==> src/fe_map.vh <==
// Register map, field positions, command codes and timing counts of the erase controller.
// Assumes a 40 MHz aclk; included by the controller module by bare name.
// Overview of operation
// - Extra sectors added within 50 us each
// - Hardware reset aborts erase; reissue sequence
// - Sector erase: six cycles, sector with 30
// - Chip erase: five setup, then 555/10
// - Suspend only during sector erase, with address
// - Resume at suspended sector; repeats ignored
// - Suspend is one write of B0
// - Resume is one write of 30 to sector
`ifndef FE_MAP_VH
`define FE_MAP_VH
// Register byte offsets
`define FE_REG_CTRL      4'h0
`define FE_REG_ADDR      4'h4
`define FE_REG_STAT      4'h8
`define FE_REG_RDAT      4'hc
// Control fields
`define FE_CTRL_CMD_LSB  0
`define FE_CTRL_GO       3
`define FE_CTRL_BYTE     4
// Status fields
`define FE_STAT_BUSY     0
`define FE_STAT_REFUSED  1
`define FE_STAT_TIMER    2
`define FE_STAT_REISSUE  3
`define FE_STAT_PH_LSB   4
`define FE_STAT_DONE     9
// Command codes
`define FE_CMD_SECTOR    3'h0
`define FE_CMD_CHIP      3'h1
`define FE_CMD_ADD       3'h2
`define FE_CMD_SUSPEND   3'h3
`define FE_CMD_RESUME    3'h4
`define FE_CMD_READ      3'h5
`define FE_CMD_HWRST     3'h6
`define FE_CMD_POLL      3'h7
// Flash command words and unlock addresses
`define FE_D_UNLOCK1     16'h00aa
`define FE_D_UNLOCK2     16'h0055
`define FE_D_SETUP       16'h0080
`define FE_D_SECTOR      16'h0030
`define FE_D_CHIP        16'h0010
`define FE_D_SUSPEND     16'h00b0
`define FE_D_RESUME      16'h0030
`define FE_A_W_UNLOCK1   12'h555
`define FE_A_W_UNLOCK2   12'h2aa
`define FE_A_B_UNLOCK1   12'haaa
`define FE_A_B_UNLOCK2   12'h555
// Status bit positions in a read word
`define FE_BIT_TIMER     3
`define FE_BIT_TOGGLE    6
// Timing in ns and derived cycle counts at 25 ns
`define FE_CLK_NS        25
`define FE_WIN_NS        50000
`define FE_WIN_CYC       (`FE_WIN_NS / `FE_CLK_NS)
`define FE_WP_NS         35
`define FE_WP_CYC        ((`FE_WP_NS + `FE_CLK_NS - 1) / `FE_CLK_NS)
`define FE_WPH_NS        30
`define FE_WPH_CYC       ((`FE_WPH_NS + `FE_CLK_NS - 1) / `FE_CLK_NS)
`define FE_ACC_NS        110
`define FE_ACC_CYC       ((`FE_ACC_NS + `FE_CLK_NS - 1) / `FE_CLK_NS)
`define FE_RP_NS         500
`define FE_RP_CYC        ((`FE_RP_NS + `FE_CLK_NS - 1) / `FE_CLK_NS)
`define FE_RH_NS         50000
`define FE_RH_CYC        (`FE_RH_NS / `FE_CLK_NS)
// Erase phase codes as tracked by the host
`define FE_PH_IDLE       3'h0
`define FE_PH_WINDOW     3'h1
`define FE_PH_SECTOR     3'h2
`define FE_PH_CHIP       3'h3
`define FE_PH_SUSP       3'h4
`endif

==> src/fe_ctrl.v <==
// Host-side erase controller: AXI4-Lite registers in, parallel NOR flash pins out.
// Assumes one 40 MHz clock; flash data pins come in asynchronously through a 3-stage synchroniser.
//
// The register addresses and the AXI4-Lite slave port were decided locally.
`include "fe_map.vh"

module fe_ctrl #(
    parameter AW     = 24,          // Flash word address width
    parameter WIN    = `FE_WIN_CYC, // Sector add window in cycles
    parameter RH     = `FE_RH_CYC   // Wait after hardware reset in cycles
) (
    // Clock and reset
    input  wire          aclk,
    input  wire          aresetn,
    // AXI4-Lite write address and data
    input  wire [3:0]    s_axi_awaddr,
    input  wire          s_axi_awvalid,
    output wire          s_axi_awready,
    input  wire [31:0]   s_axi_wdata,
    input  wire [3:0]    s_axi_wstrb,
    input  wire          s_axi_wvalid,
    output wire          s_axi_wready,
    // AXI4-Lite write response
    output reg  [1:0]    s_axi_bresp,
    output reg           s_axi_bvalid,
    input  wire          s_axi_bready,
    // AXI4-Lite read
    input  wire [3:0]    s_axi_araddr,
    input  wire          s_axi_arvalid,
    output wire          s_axi_arready,
    output reg  [31:0]   s_axi_rdata,
    output reg  [1:0]    s_axi_rresp,
    output reg           s_axi_rvalid,
    input  wire          s_axi_rready,
    // Flash pins
    output reg  [AW-1:0] fl_addr,
    output reg  [15:0]   fl_dq_o,
    input  wire [15:0]   fl_dq_i,
    output reg           fl_dq_oe_n,
    output reg           fl_ce_n,
    output reg           fl_we_n,
    output reg           fl_oe_n,
    output reg           fl_reset_n
);

    // Bus sequencer states, one-hot
    localparam S_IDLE  = 6'b000001;
    localparam S_SETUP = 6'b000010;
    localparam S_WEL   = 6'b000100;
    localparam S_WEH   = 6'b001000;
    localparam S_OEL   = 6'b010000;
    localparam S_RST   = 6'b100000;

    reg  [5:0]    st_q;          // Sequencer state
    reg  [2:0]    cmd_q;         // Command being run
    reg  [2:0]    step_q;        // Write step within a sequence
    reg  [15:0]   cnt_q;         // Phase cycle counter
    reg  [15:0]   win_q;         // Cycles since last final erase strobe
    reg  [2:0]    ph_q;          // Host view of device erase phase
    reg  [AW-1:0] sec_q;         // Sector address register
    reg  [AW-1:0] susp_sec_q;    // Sector that was suspended
    reg           byte_q;        // Byte-mode unlock addresses
    reg           refused_q;     // Sticky: a command was refused
    reg           done_q;        // Sticky: a command finished
    reg           reissue_q;     // Erase cut short by hardware reset
    reg           timer_q;       // Last erase timer flag seen
    reg  [15:0]   rdat_q;        // Last word read from the flash
    reg           poll_first_q;  // Poll has one sample already
    reg  [15:0]   s1_q, s2_q, s3_q; // Data pin synchroniser
    reg           aw_q, w_q;     // Write address / data held
    reg  [3:0]    awaddr_q;
    reg  [31:0]   wdata_q;

    // Address of each write step; suspend address is not decoded but sector is sent anyway
    function [AW-1:0] step_addr;
        input [2:0]    step;
        input [2:0]    cmd;
        input          bmode;
        input [AW-1:0] sec;
        input [AW-1:0] ssec;
        begin
            case (step)
                3'd1, 3'd4: step_addr = bmode ? {{(AW-12){1'b0}}, `FE_A_B_UNLOCK2} : {{(AW-12){1'b0}}, `FE_A_W_UNLOCK2};
                3'd5: begin
                    if (cmd == `FE_CMD_CHIP)
                        step_addr = bmode ? {{(AW-12){1'b0}}, `FE_A_B_UNLOCK1} : {{(AW-12){1'b0}}, `FE_A_W_UNLOCK1};
                    else if (cmd == `FE_CMD_RESUME)
                        step_addr = ssec;
                    else
                        step_addr = sec;
                end
                default: step_addr = bmode ? {{(AW-12){1'b0}}, `FE_A_B_UNLOCK1} : {{(AW-12){1'b0}}, `FE_A_W_UNLOCK1};
            endcase
        end
    endfunction

    // Data of each write step
    function [15:0] step_data;
        input [2:0] step;
        input [2:0] cmd;
        begin
            case (step)
                3'd0, 3'd3: step_data = `FE_D_UNLOCK1;
                3'd1, 3'd4: step_data = `FE_D_UNLOCK2;
                3'd2:       step_data = `FE_D_SETUP;
                default: begin
                    case (cmd)
                        `FE_CMD_CHIP:    step_data = `FE_D_CHIP;
                        `FE_CMD_SUSPEND: step_data = `FE_D_SUSPEND;
                        `FE_CMD_RESUME:  step_data = `FE_D_RESUME;
                        default:         step_data = `FE_D_SECTOR;
                    endcase
                end
            endcase
        end
    endfunction

    // Register decode of a write to the control word
    wire        wr_fire  = aw_q & w_q & ~s_axi_bvalid;
    reg         wstrb0_q;
    wire        ctrl_wr  = wr_fire & (awaddr_q == `FE_REG_CTRL) & wstrb0_q;
    wire        go       = ctrl_wr & wdata_q[`FE_CTRL_GO];
    wire [2:0]  go_cmd   = wdata_q[`FE_CTRL_CMD_LSB+2:`FE_CTRL_CMD_LSB];
    wire        win_open = (win_q < WIN[15:0]);
    reg         allow;

    // Decide whether a command fits the present erase phase
    always @* begin
        case (go_cmd)
            `FE_CMD_SECTOR, `FE_CMD_CHIP: allow = (ph_q == `FE_PH_IDLE) || (ph_q == `FE_PH_SUSP && 1'b0);
            `FE_CMD_ADD:     allow = (ph_q == `FE_PH_WINDOW) && win_open;
            `FE_CMD_SUSPEND: allow = (ph_q == `FE_PH_WINDOW) || (ph_q == `FE_PH_SECTOR);
            `FE_CMD_RESUME:  allow = (ph_q == `FE_PH_SUSP);
            `FE_CMD_READ, `FE_CMD_POLL, `FE_CMD_HWRST: allow = 1'b1;
            default:         allow = 1'b0;
        endcase
        // Only suspend, add, read, poll and reset may reach a busy sector erase; only read, poll and reset a chip erase
        if ((ph_q == `FE_PH_SECTOR || ph_q == `FE_PH_WINDOW) && go_cmd != `FE_CMD_SUSPEND && go_cmd != `FE_CMD_ADD
            && go_cmd != `FE_CMD_READ && go_cmd != `FE_CMD_POLL && go_cmd != `FE_CMD_HWRST)
            allow = 1'b0;
        if (ph_q == `FE_PH_CHIP && go_cmd != `FE_CMD_READ && go_cmd != `FE_CMD_POLL && go_cmd != `FE_CMD_HWRST)
            allow = 1'b0;
        if (st_q != S_IDLE)
            allow = 1'b0;
    end

    assign s_axi_awready = ~aw_q;
    assign s_axi_wready  = ~w_q;
    assign s_axi_arready = ~s_axi_rvalid;

    // Data pins pass three flops; a value counts once stages two and three agree
    always @(posedge aclk) begin
        if (!aresetn) begin
            s1_q <= 16'h0000;
            s2_q <= 16'h0000;
            s3_q <= 16'h0000;
        end else begin
            s1_q <= fl_dq_i;
            s2_q <= s1_q;
            s3_q <= s2_q;
        end
    end

    // AXI write side: hold address and data until both are in, then answer
    always @(posedge aclk) begin
        if (!aresetn) begin
            aw_q           <= 1'b0;
            w_q            <= 1'b0;
            awaddr_q       <= 4'h0;
            wdata_q        <= 32'h00000000;
            wstrb0_q       <= 1'b0;
            s_axi_bvalid   <= 1'b0;
            s_axi_bresp    <= 2'b00;
        end else begin
            if (s_axi_awvalid && !aw_q) begin
                aw_q     <= 1'b1;
                awaddr_q <= s_axi_awaddr;
            end
            if (s_axi_wvalid && !w_q) begin
                w_q            <= 1'b1;
                wdata_q        <= s_axi_wdata;
                wstrb0_q       <= s_axi_wstrb[0];
            end
            if (wr_fire) begin
                // Offsets not on a word boundary answer with a slave error
                s_axi_bvalid <= 1'b1;
                s_axi_bresp  <= (awaddr_q[1:0] != 2'b00) ? 2'b10 : 2'b00;
            end else if (s_axi_bvalid && s_axi_bready) begin
                s_axi_bvalid <= 1'b0;
                aw_q         <= 1'b0;
                w_q          <= 1'b0;
            end
        end
    end

    // AXI read side: answer one cycle after the address is taken
    always @(posedge aclk) begin
        if (!aresetn) begin
            s_axi_rvalid <= 1'b0;
            s_axi_rdata  <= 32'h00000000;
            s_axi_rresp  <= 2'b00;
        end else if (s_axi_arvalid && !s_axi_rvalid) begin
            s_axi_rvalid <= 1'b1;
            s_axi_rresp  <= (s_axi_araddr[1:0] != 2'b00) ? 2'b10 : 2'b00;
            case (s_axi_araddr)
                `FE_REG_CTRL: s_axi_rdata <= {27'h0, byte_q, 1'b0, cmd_q};
                `FE_REG_ADDR: s_axi_rdata <= {{(32-AW){1'b0}}, sec_q};
                `FE_REG_STAT: s_axi_rdata <= {22'h0, done_q, 2'b00, ph_q, reissue_q, timer_q,
                                              refused_q, (st_q != S_IDLE)};
                `FE_REG_RDAT: s_axi_rdata <= {16'h0, rdat_q};
                default:      s_axi_rdata <= 32'h00000000;
            endcase
        end else if (s_axi_rready) begin
            s_axi_rvalid <= 1'b0;
        end
    end

    // Flash bus sequencer, erase phase tracking and software-visible flags
    always @(posedge aclk) begin
        if (!aresetn) begin
            st_q         <= S_IDLE;
            cmd_q        <= 3'h0;
            step_q       <= 3'd0;
            cnt_q        <= 16'h0000;
            win_q        <= 16'h0000;
            ph_q         <= `FE_PH_IDLE;
            sec_q        <= {AW{1'b0}};
            susp_sec_q   <= {AW{1'b0}};
            byte_q       <= 1'b0;
            refused_q    <= 1'b0;
            done_q       <= 1'b0;
            reissue_q    <= 1'b0;
            timer_q      <= 1'b0;
            rdat_q       <= 16'h0000;
            poll_first_q <= 1'b0;
            fl_addr      <= {AW{1'b0}};
            fl_dq_o      <= 16'h0000;
            fl_dq_oe_n   <= 1'b1;
            fl_ce_n      <= 1'b1;
            fl_we_n      <= 1'b1;
            fl_oe_n      <= 1'b1;
            fl_reset_n   <= 1'b1;
        end else begin
            // Software clears sticky flags by writing ones to the status word; a set this cycle wins
            if (wr_fire && awaddr_q == `FE_REG_STAT) begin
                if (wdata_q[`FE_STAT_REFUSED]) refused_q <= 1'b0;
                if (wdata_q[`FE_STAT_DONE])    done_q    <= 1'b0;
                if (wdata_q[`FE_STAT_REISSUE]) reissue_q <= 1'b0;
            end
            if (wr_fire && awaddr_q == `FE_REG_ADDR)
                sec_q <= wdata_q[AW-1:0];
            // Device starts erasing once the window lapses, counted from the final strobe
            if (ph_q == `FE_PH_WINDOW) begin
                if (win_open)
                    win_q <= win_q + 16'h0001;
                else
                    ph_q <= `FE_PH_SECTOR;
            end
            if (ctrl_wr) begin
                byte_q <= wdata_q[`FE_CTRL_BYTE];
                if (go && !allow)
                    refused_q <= 1'b1;
            end
            case (st_q)
                S_IDLE: begin
                    if (go && allow) begin
                        cmd_q  <= go_cmd;
                        cnt_q  <= 16'h0000;
                        // Single-write commands start at the final step
                        step_q <= (go_cmd == `FE_CMD_SECTOR || go_cmd == `FE_CMD_CHIP) ? 3'd0 : 3'd5;
                        poll_first_q <= 1'b0;
                        if (go_cmd == `FE_CMD_HWRST) begin
                            fl_reset_n <= 1'b0;
                            st_q       <= S_RST;
                        end else begin
                            st_q <= S_SETUP;
                        end
                    end
                end
                S_SETUP: begin
                    // Address and chip select go out on the same edge as the falling strobe
                    fl_ce_n <= 1'b0;
                    cnt_q   <= 16'h0000;
                    if (cmd_q == `FE_CMD_READ || cmd_q == `FE_CMD_POLL) begin
                        fl_addr    <= sec_q;
                        fl_dq_oe_n <= 1'b1;
                        fl_oe_n    <= 1'b0;
                        st_q       <= S_OEL;
                    end else begin
                        fl_addr    <= step_addr(step_q, cmd_q, byte_q, sec_q, susp_sec_q);
                        fl_dq_o    <= step_data(step_q, cmd_q);
                        fl_dq_oe_n <= 1'b0;
                        fl_we_n    <= 1'b0;
                        st_q       <= S_WEL;
                    end
                end
                S_WEL: begin
                    cnt_q <= cnt_q + 16'h0001;
                    if (cnt_q + 16'h0001 >= `FE_WP_CYC) begin
                        fl_we_n <= 1'b1;
                        cnt_q   <= 16'h0000;
                        st_q    <= S_WEH;
                        if (step_q == 3'd5) begin
                            // Final strobe rising edge: update the host view of the device
                            case (cmd_q)
                                `FE_CMD_SECTOR, `FE_CMD_ADD: begin
                                    ph_q  <= `FE_PH_WINDOW;
                                    win_q <= 16'h0000;
                                end
                                `FE_CMD_CHIP:    ph_q <= `FE_PH_CHIP;
                                `FE_CMD_SUSPEND: begin
                                    ph_q       <= `FE_PH_SUSP;
                                    susp_sec_q <= sec_q;
                                end
                                `FE_CMD_RESUME:  ph_q <= `FE_PH_SECTOR;
                                default:         ph_q <= ph_q;
                            endcase
                        end
                    end
                end
                S_WEH: begin
                    // Write pulse high time before the next cycle
                    cnt_q <= cnt_q + 16'h0001;
                    if (cnt_q + 16'h0001 >= `FE_WPH_CYC) begin
                        fl_dq_oe_n <= 1'b1;
                        if (step_q == 3'd5) begin
                            fl_ce_n <= 1'b1;
                            done_q  <= 1'b1;
                            st_q    <= S_IDLE;
                        end else begin
                            step_q <= step_q + 3'd1;
                            st_q   <= S_SETUP;
                        end
                    end
                end
                S_OEL: begin
                    // Wait out access time plus the synchroniser before trusting the word
                    cnt_q <= cnt_q + 16'h0001;
                    if (cnt_q >= `FE_ACC_CYC + 3 && s2_q == s3_q) begin
                        rdat_q  <= s3_q;
                        timer_q <= s3_q[`FE_BIT_TIMER];
                        fl_oe_n <= 1'b1;
                        fl_ce_n <= 1'b1;
                        if (cmd_q == `FE_CMD_POLL && !poll_first_q) begin
                            poll_first_q <= 1'b1;
                            st_q         <= S_SETUP;
                        end else if (cmd_q == `FE_CMD_POLL && rdat_q[`FE_BIT_TOGGLE] != s3_q[`FE_BIT_TOGGLE]) begin
                            // Toggle still moving: the device is busy, read again
                            st_q <= S_SETUP;
                        end else begin
                            // Toggle stopped: an erase has ended and the sector reads array data
                            if (cmd_q == `FE_CMD_POLL && (ph_q == `FE_PH_SECTOR || ph_q == `FE_PH_CHIP))
                                ph_q <= `FE_PH_IDLE;
                            done_q <= 1'b1;
                            st_q   <= S_IDLE;
                        end
                    end
                end
                S_RST: begin
                    // Reset pulse, then a wait before the device is used again
                    cnt_q <= cnt_q + 16'h0001;
                    if (cnt_q + 16'h0001 >= `FE_RP_CYC)
                        fl_reset_n <= 1'b1;
                    if (cnt_q + 16'h0001 >= `FE_RP_CYC + RH) begin
                        if (ph_q != `FE_PH_IDLE)
                            reissue_q <= 1'b1;
                        ph_q   <= `FE_PH_IDLE;
                        done_q <= 1'b1;
                        st_q   <= S_IDLE;
                    end
                end
                default: st_q <= S_IDLE;
            endcase
        end
    end

endmodule // fe_ctrl

==> config.mk <==
export PLATFORM = sky130hd
export DESIGN_NAME = fe_ctrl
export DESIGN_NICKNAME = d
export VERILOG_FILES = /design/src/fe_ctrl.v
export VERILOG_INCLUDE_DIRS = /design/src
export SDC_FILE = /design/constraint.sdc
export NUM_CORES = 1
export LEC_CHECK = 0
export BUFFER_PORTS_ARGS = -buffer_cell sky130_fd_sc_hd__buf_2
export CAP_MARGIN = 20
export CORE_MARGIN = 1.5
export CORE_UTILIZATION = 45
export CTS_CLUSTER_DIAMETER = 50
export DETAILED_ROUTE_END_ITERATION = 12
export GPL_ROUTABILITY_DRIVEN = 0
export PLACE_DENSITY_LB_ADDON = 0.3
export RECOVER_POWER = 25
export SETUP_SLACK_MARGIN = 0.3
export SLEW_MARGIN = 40
export SYNTH_ARGS = -nofsm -noshare
export SYNTH_HDL_FRONTEND = slang
export SYNTH_SLANG_ARGS = --single-unit
==> constraint.sdc <==
create_clock -name aclk -period 3.24 [get_ports aclk]
set_clock_uncertainty 0.15 [all_clocks]
set_input_delay 0.648 -clock aclk [delete_from_list [all_inputs] [get_ports aclk]]
set_output_delay 0.648 -clock aclk [all_outputs]
set_load 0.01 [all_outputs]
==> summary.txt, run 1 <==
Logic synthesis
  • Top cells by area, synth: dfxtp_1 46%, mux2i_1 5.9%, a21oi_1 5.8%
  • Post-synth top area share: a little under half
  • Gate Count Post-Synth: 1,325
  • Syn avg cell area: 8.52 µm²
  • Synthesized area: 0.0113 mm²
  • Number of synthesized flops with an enable pin: 0
  • Cell taking the most area after synthesis: dfxtp_1
  • Distinct cells, synth: 77
  • Synth Warn #: 0
  • Ys async rst share: 0%
  • Seq/Total Area, Yosys: 45.6%
  • Main synth FF type: dfxtp_1
  • Register bit total from synthesis: 257

Worst setup path
  • CP Class: flop to flop
  • CP Data Required Time: 3500 ps
  • CP Cell Sequence: or3b_1 -> a2111oi_4 -> a2111oi_2 -> o31ai_1 -> a21oi_2 -> a31oi_1 -> o22ai_1
  • Top Family by Delay on Critical Path: compound AO/OA/AOI/OAI gates
  • CP max-delay cell: or3b_1
  • Critical Path End Type: flop
  • Crit Path Max Fanout: 10
  • Kind of start point of the critical path: flop
  • WP data arrival: 3120 ps
  • Slowest stage delay, CP: 490 ps
  • CP Buf/Inv Count: 0

Clock network
  • CTS tree: done
  • Clk slew on worst S/H paths: 60 ps
  • Max clock buf depth: 3
  • Hold-fix buffers, CTS: 0
  • Postcts setup bufs: 0
  • Clock Sinks: 257
  • CTS H-Tree Depth: 1
  • CTS Root Cell: clkbuf_16
  • CTS buffer count: 30
  • Clock latency on the worst-skew pair: about 600 ps
  • Post-CTS resize count: 0

GRT
  • GRT Overall Usage: 21.0%
  • Global-route wire length before repair: 44,600 µm
  • Vias in the first global route: 8,522
  • Initial antenna violation count: 1
  • Gr ovfl total: 0
  • Largest net degree at the start of global routing: 63

Routing
  • Vias: 9,519
  • Drt drc: 0
  • Vias/cell: 5.37
  • Post-Route WL: 28,000 µm
  • Iteration-0 DRC count of the detailed router: 875
  • Post-DR wirelength/cell: around 16 µm
  • Remaining antenna violation count after routing: 0
  • First-pass DRT Iterations: 5

Timing
  • Hold Vio Cnt, Final: 0
  • Final worst path period share: between 80% and 90%
  • Slew Viols, Final: 0
  • RSZ-0062 raised after global routing: true
  • Fmax: around 0.35 GHz
  • Relative slew slack: under 10%
  • Minimum clock period: ~2900 ps
  • Final Setup Violations: 0
  • Final setup TNS: 0 ps
  • Worst Hold Margin: 101 ps
  • Slew @ Worst Pin: roughly 1400 ps

Power and ir drop
  • P_leak: 5.23 nW
  • Pwr per Cell Area: 529 mW/mm²
  • Peak supply drop: 445 µV

Die
  • Core box area: 0.0245 mm²
  • I/O Pins: 153
  • Die Y: 161 µm
  • Die width: 161 µm
  • Row count: 57
  • Die area: 0.0260 mm²
  • Initial Utilization: 46.1%

Placement
  • PortBufs: 123
  • HPWL Detailed: 19,300 µm

Worst hold path
  • Hold Path Class: input pin to flop

Finish
  • Share of layout cells above drive strength 1: ~17%
  • Final Util: 54.1%
  • Area growth, synth to finish: 17.2%
  • Ant diodes: 0
  • Fin nets: between 1,000 and 1,500

Status
  • Outcome: finished clean

Job
  • Maxcap violations: 0
cells in the final DEF, fill, tap and decap left out, drive strengths merged, types with 11 or more instances in the layout:
| cell | n |
|---|---|
| nor2 | 173 |
| clkbuf | 42 |
| a22oi | 19 |
| o21ai | 26 |
| a21oi | 132 |
| nand3 | 29 |
| xnor2 | 18 |
| nor3 | 35 |
| buf | 157 |
| o22a | 13 |
| dfxtp | 257 |
| nand4 | 18 |
| o211ai | 11 |
| and2 | 52 |
| mux2i | 67 |
| conb | 18 |
| inv | 28 |
| nand2 | 167 |
| xor2 | 19 |
synthesized netlist by cell type, types with 6 or more instances:
cell and instances:
nor3b_1 7, a22oi_1 19, a211oi_1 7, nor4_1 7, o21a_1 7, nor2_1 172, and3_1 8, nand2b_1 6
xor2_1 19, or3_1 7, o211ai_1 9, buf_4 23, nand4_1 16, a21oi_1 131, a21o_1 10, nor3_1 34
ha_1 9, o21ai_0 21, o22a_1 13, buf_2 11, a221oi_1 10, dfxtp_1 257, xnor2_1 18, mux2i_1 67
a31oi_1 7, inv_1 25, nand2_1 167, nand3_1 29, and2_1 52, clkbuf_1 69
worst register-to-register path, delay by kind of cell (launching register included):
kind	cells	cell delay, ps
simple gates	1	490
compound gates	6	1570
flops	1	470
cells by family (layout without fill, tap and decap cells):
kind of cell / count (synthesis) / after routing / share of synthesized area [%]
AND/OR/NAND/NOR: 540 / 540 / 22.6
AO/OA/AOI/OAI: 275 / 275 / 16.0
adder cells (fa/ha/maj): 9 / 9 / 0.998
buffers and inverters: 135 / 240 / 5.58
XOR/XNOR: 37 / 37 / 2.87
flip-flops: 257 / 257 / 45.6
other: 1 / 18 / 0.0332
multiplexers: 71 / 71 / 6.37
path summary, 6_finish.rpt:
path           startpoint           end  slack [ps]  cells past startpoint
min          s_axi_rready  s_axi_rvalid         100                      2
max               ph_q[0]      cnt_q[8]         380                      7
max reg2reg       ph_q[0]      cnt_q[8]         380                      7
min reg2reg     win_q[14]     win_q[14]         270                      2
sequential cells by signal (all words and copies together) (netlist names), 3 cells and up:
signal and count:
awaddr_q 4, cmd_q 3, cnt_q 16, fl_addr 24, fl_dq_o 5, ph_q 3
rdat_q 16, s1_q 16, s2_q 16, s3_q 16, s_axi_rdata 24, sec_q 24
st_q 6, step_q 3, susp_sec_q 24, wdata_q 24, win_q 16
power breakdown:
| group | internal [W] | switching, W |
|---|---|---|
| Sequential | 0.00321 | 0.0000385 |
| Clock | 0.00208 | 0.00137 |
| Combinational | 0.000110 | 0.000188 |
final cells by class:
cell class / instances / area [µm²]
fill: 2298 / 11200
multi-input combinational: 950 / 5650
sequential: 257 / 5150
timing repair buffer: 158 / 886
clock buffer: 41 / 842
tap: 324 / 405
clock inverter: 15 / 200
inverter: 26 / 98.8
layer usage:
layer | share of wire (%) | vias up | GRT usage [%]
met5 | 0.025 | - | 0
met4 | 2.3 | 2 | 5.51
met3 | 6.5 | 46 | 3.72
met2 | 44 | 280 | 32.6
met1 | 47 | 4437 | 30.1
li1 | - | 4754 | -
metrics by stage:
stage	worst slack (ps)	total power [W]	instances	instance area (µm²)
after global placement	349	0.00362	1715	12200
after CTS	376	0.00707	1771	13200
after detailed placement	362	0.00362	1715	12200
final	383	0.00700	1771	13200
after global routing	283	0.00724	1771	13200
after floorplan	446	0.00353	1342	11400
(Power assumes the default switching activity.)
==> run 2, diff against run 1 <==
--- a/config.mk
+++ b/config.mk
@@ -9,13 +9,14 @@
 export BUFFER_PORTS_ARGS = -buffer_cell sky130_fd_sc_hd__buf_2
 export CAP_MARGIN = 20
 export CORE_MARGIN = 1.5
-export CORE_UTILIZATION = 45
+export CORE_UTILIZATION = 58
 export CTS_CLUSTER_DIAMETER = 50
 export DETAILED_ROUTE_END_ITERATION = 12
 export GPL_ROUTABILITY_DRIVEN = 0
 export PLACE_DENSITY_LB_ADDON = 0.3
 export RECOVER_POWER = 25
 export SETUP_SLACK_MARGIN = 0.3
+export SKIP_LAST_GASP = 1
 export SLEW_MARGIN = 40
 export SYNTH_ARGS = -nofsm -noshare
 export SYNTH_HDL_FRONTEND = slang
==> summary.txt, run 2 (synthesis gave the netlist of run 1 again) <==
Status
  • Outcome: finished with violations
  • Failing checks: max-capacitance violations, max-slew violations

Worst setup path
  • CP Data Required Time: 3430 ps (-70 ps)
  • CP Cell Sequence: ha_2 -> nand3_4 -> or4_4 -> mux2_4 -> nand3_1 -> or4_1 -> a21oi_1 -> o21ai_1
  • CP Buf/Inv Count: 0 (unchanged)
  • CP max-delay cell: or4_4
  • Slowest stage delay, CP: 560 ps (+70 ps)
  • WP data arrival: 3050 ps (-70 ps)
  • CP startpoint: cnt_q[1]
  • Critical Path End Type: flop
  • CP Class: flop to flop
  • Top Family by Delay on Critical Path: simple AND/OR/NAND/NOR gates
  • Origin of the critical flop-to-flop path: cnt_q[1]
  • Kind of start point of the critical path: flop
  • Crit Path Max Fanout: 9 (-1)

Die
  • Die width: 143 µm (-12%)
  • Core box area: 0.0189 mm² (-23%)
  • Die Y: 143 µm (-12%)
  • Row count: 50 (-12%)
  • Die area: 0.0203 mm² (-22%)
  • Initial Utilization: 59.7% (+14 points)
  • I/O Pins: 153 (unchanged)

Routing
  • Post-DR wirelength/cell: 16.5 µm (+4.6%)
  • Post-Route WL: 28,200 µm (+0.53%)
  • Vias/cell: 5.72 (+6.5%)
  • Remaining antenna violation count after routing: 0 (unchanged)
  • Iteration-0 DRC count of the detailed router: 687 (-21%)
  • Vias: 9,741 (+2.3%)
  • First-pass DRT Iterations: 6 (+1)
  • Drt drc: 0 (unchanged)

Timing
  • Final worst path period share: 88.3% (+0.099 points)
  • Fmax: 0.350 GHz (-0.11%)
  • Relative slew slack: -39.7% (-48 points)
  • Slew @ Worst Pin: 2100 ps (+732 ps)
  • RSZ-0062 raised after global routing: true
  • Hold Vio Cnt, Final: 0 (unchanged)
  • Slew Viols, Final: 65 (+65)
  • Worst Hold Margin: 110 ps (+8.20 ps)
  • Final setup TNS: 0 ps (unchanged)
  • Final Setup Violations: 0 (unchanged)
  • Minimum clock period: 2860 ps (+3.20 ps)

Power and ir drop
  • Pwr per Cell Area: 535 mW/mm² (+1.1%)
  • Total power: 0.00705 W (+0.69%)
  • Peak supply drop: 400 µV (-10%)
  • P_leak: 5.24 nW (+0.15%)

Finish
  • Area growth, synth to finish: 16.7%
  • Finished Layout Cells: 1,702 (-3.9%)
  • Fin nets: 1,495 (-0.27%)
  • Most common cell after layout, fill and taps aside: dfxtp_1
  • Share of layout cells above drive strength 1: 16.8% (-0.35 points)
  • Most frequent cells in the layout: 254 x dfxtp_1, 172 x nor2_1, 167 x nand2_1, 130 x a21oi_1, 123 x buf_2
  • Final Util: 69.7% (+16 points)

GRT
  • Initial antenna violation count: 1 (unchanged)
  • Top Usage Layer GRT: met2
  • Global-route wire length before repair: 44,800 µm (+0.50%)
  • GRT met1 Usage: 36.5% (+6.4 points)
  • Gr ovfl total: 0 (unchanged)
  • Met3 Use GR: 5.11% (+1.4 points)
  • GRT Overall Usage: 27.4% (+6.4 points)
  • Global-route track usage on met2: 44.6% (+12 points)
  • Largest net degree at the start of global routing: 66 (+4.8%)
  • Vias in the first global route: 9,047 (+6.2%)

Clock network
  • Max clock buf depth: 3 (unchanged)
  • Postcts setup bufs: 0 (unchanged)
  • CTS H-Tree Depth: 1 (unchanged)
  • Clock latency on the worst-skew pair: 560 ps (-30 ps)
  • Clk slew on worst S/H paths: 60 ps (about the same)
  • CTS tree: done
  • CTS buffer count: 29 (-3.3%)
  • CTS Root Cell: clkbuf_16
  • Clock Sinks: 257 (unchanged)

Placement
  • Inst Count DP: 1,647 (-4.0%)
  • PortBufs: 123 (unchanged)
  • HPWL Detailed: 18,800 µm (-2.5%)

Worst hold path
  • Hold Path Class: input pin to flop
  • Hold Crit Start: s_axi_rready

Job
  • Maxcap violations: 1 (+1)
## run 2: cell count changes in the layout (fill, tap and decap cells not counted), moves of 2 or more
cell / previous run / this run
buf_4: 32 / 27
bufinv_16: 3 / 5
clkinv_2: 5 / 3
nand2_2: 2 / 0
nand2_1: 165 / 167
nand3_4: 0 / 2
and2_0: 10 / 0
nor4_1: 4 / 6
inv_8: 2 / 0
nor4_2: 3 / 1
and2_1: 42 / 52
## run 2: power by group
| part | total (W) | leakage (nW) | switching [W] | internal, W |
|---|---|---|---|---|
| logic | 0.000302 | 2.65 | 0.000191 | 0.000110 |
| clock network | 0.00349 | 0.504 | 0.00132 | 0.00217 |
| registers | 0.00325 | 2.09 | 0.0000401 | 0.00321 |
## run 2: timing repair
action | in CTS | in global routing
setup endpoints to repair | 44 | 34
gates resized for setup | 4 | 12
hold buffers | 0 | 0
gates cloned | 1 | 0
pin swaps | 1 | 1
## run 2: path summary, 6_finish.rpt
kind | to | slack (ps) | depth (start not counted)
max reg2reg | fl_reset_n | 380 | 8
min reg2reg | win_q[11] | 270 | 2
max | fl_reset_n | 380 | 8
min | s_axi_rvalid | 110 | 2
## run 2: area by class of cell
class | instances | area, µm²
fillers | 1545 | 5720
clock inverters | 14 | 226
clock buffers | 39 | 813
repair buffers | 155 | 898
multi-input cells | 950 | 5660
diodes | 1 | 2.50
flip-flops and latches | 257 | 5150
inverters | 26 | 97.6
well taps | 260 | 325
## run 2: worst register-to-register path, cell delays in order, from the launching register on
cell	delay, ps
dfxtp_4	400
ha_2	220
nand3_4	110
or4_4	560
mux2_4	260
nand3_1	140
or4_1	560
a21oi_1	170
o21ai_1	80
## run 2: metal layers
layer / share of wire [%] / up-vias / wire length [µm]
li1: - / 4747 / -
met1: 44 / 4585 / 12300
met2: 46 / 346 / 13100
met3: 7.3 / 63 / 2050
met4: 2.8 / 0 / 776
met5: 0 / - / 0
## run 2: per-stage QoR
step           area [µm²]  worst slack, ps
6_report            13200              380
5_1_grt             13200              153
4_1_cts             13100              314
3_5_place_dp        12000              215
3_3_place_gp        12000              297
2_1_floorplan       11400              446
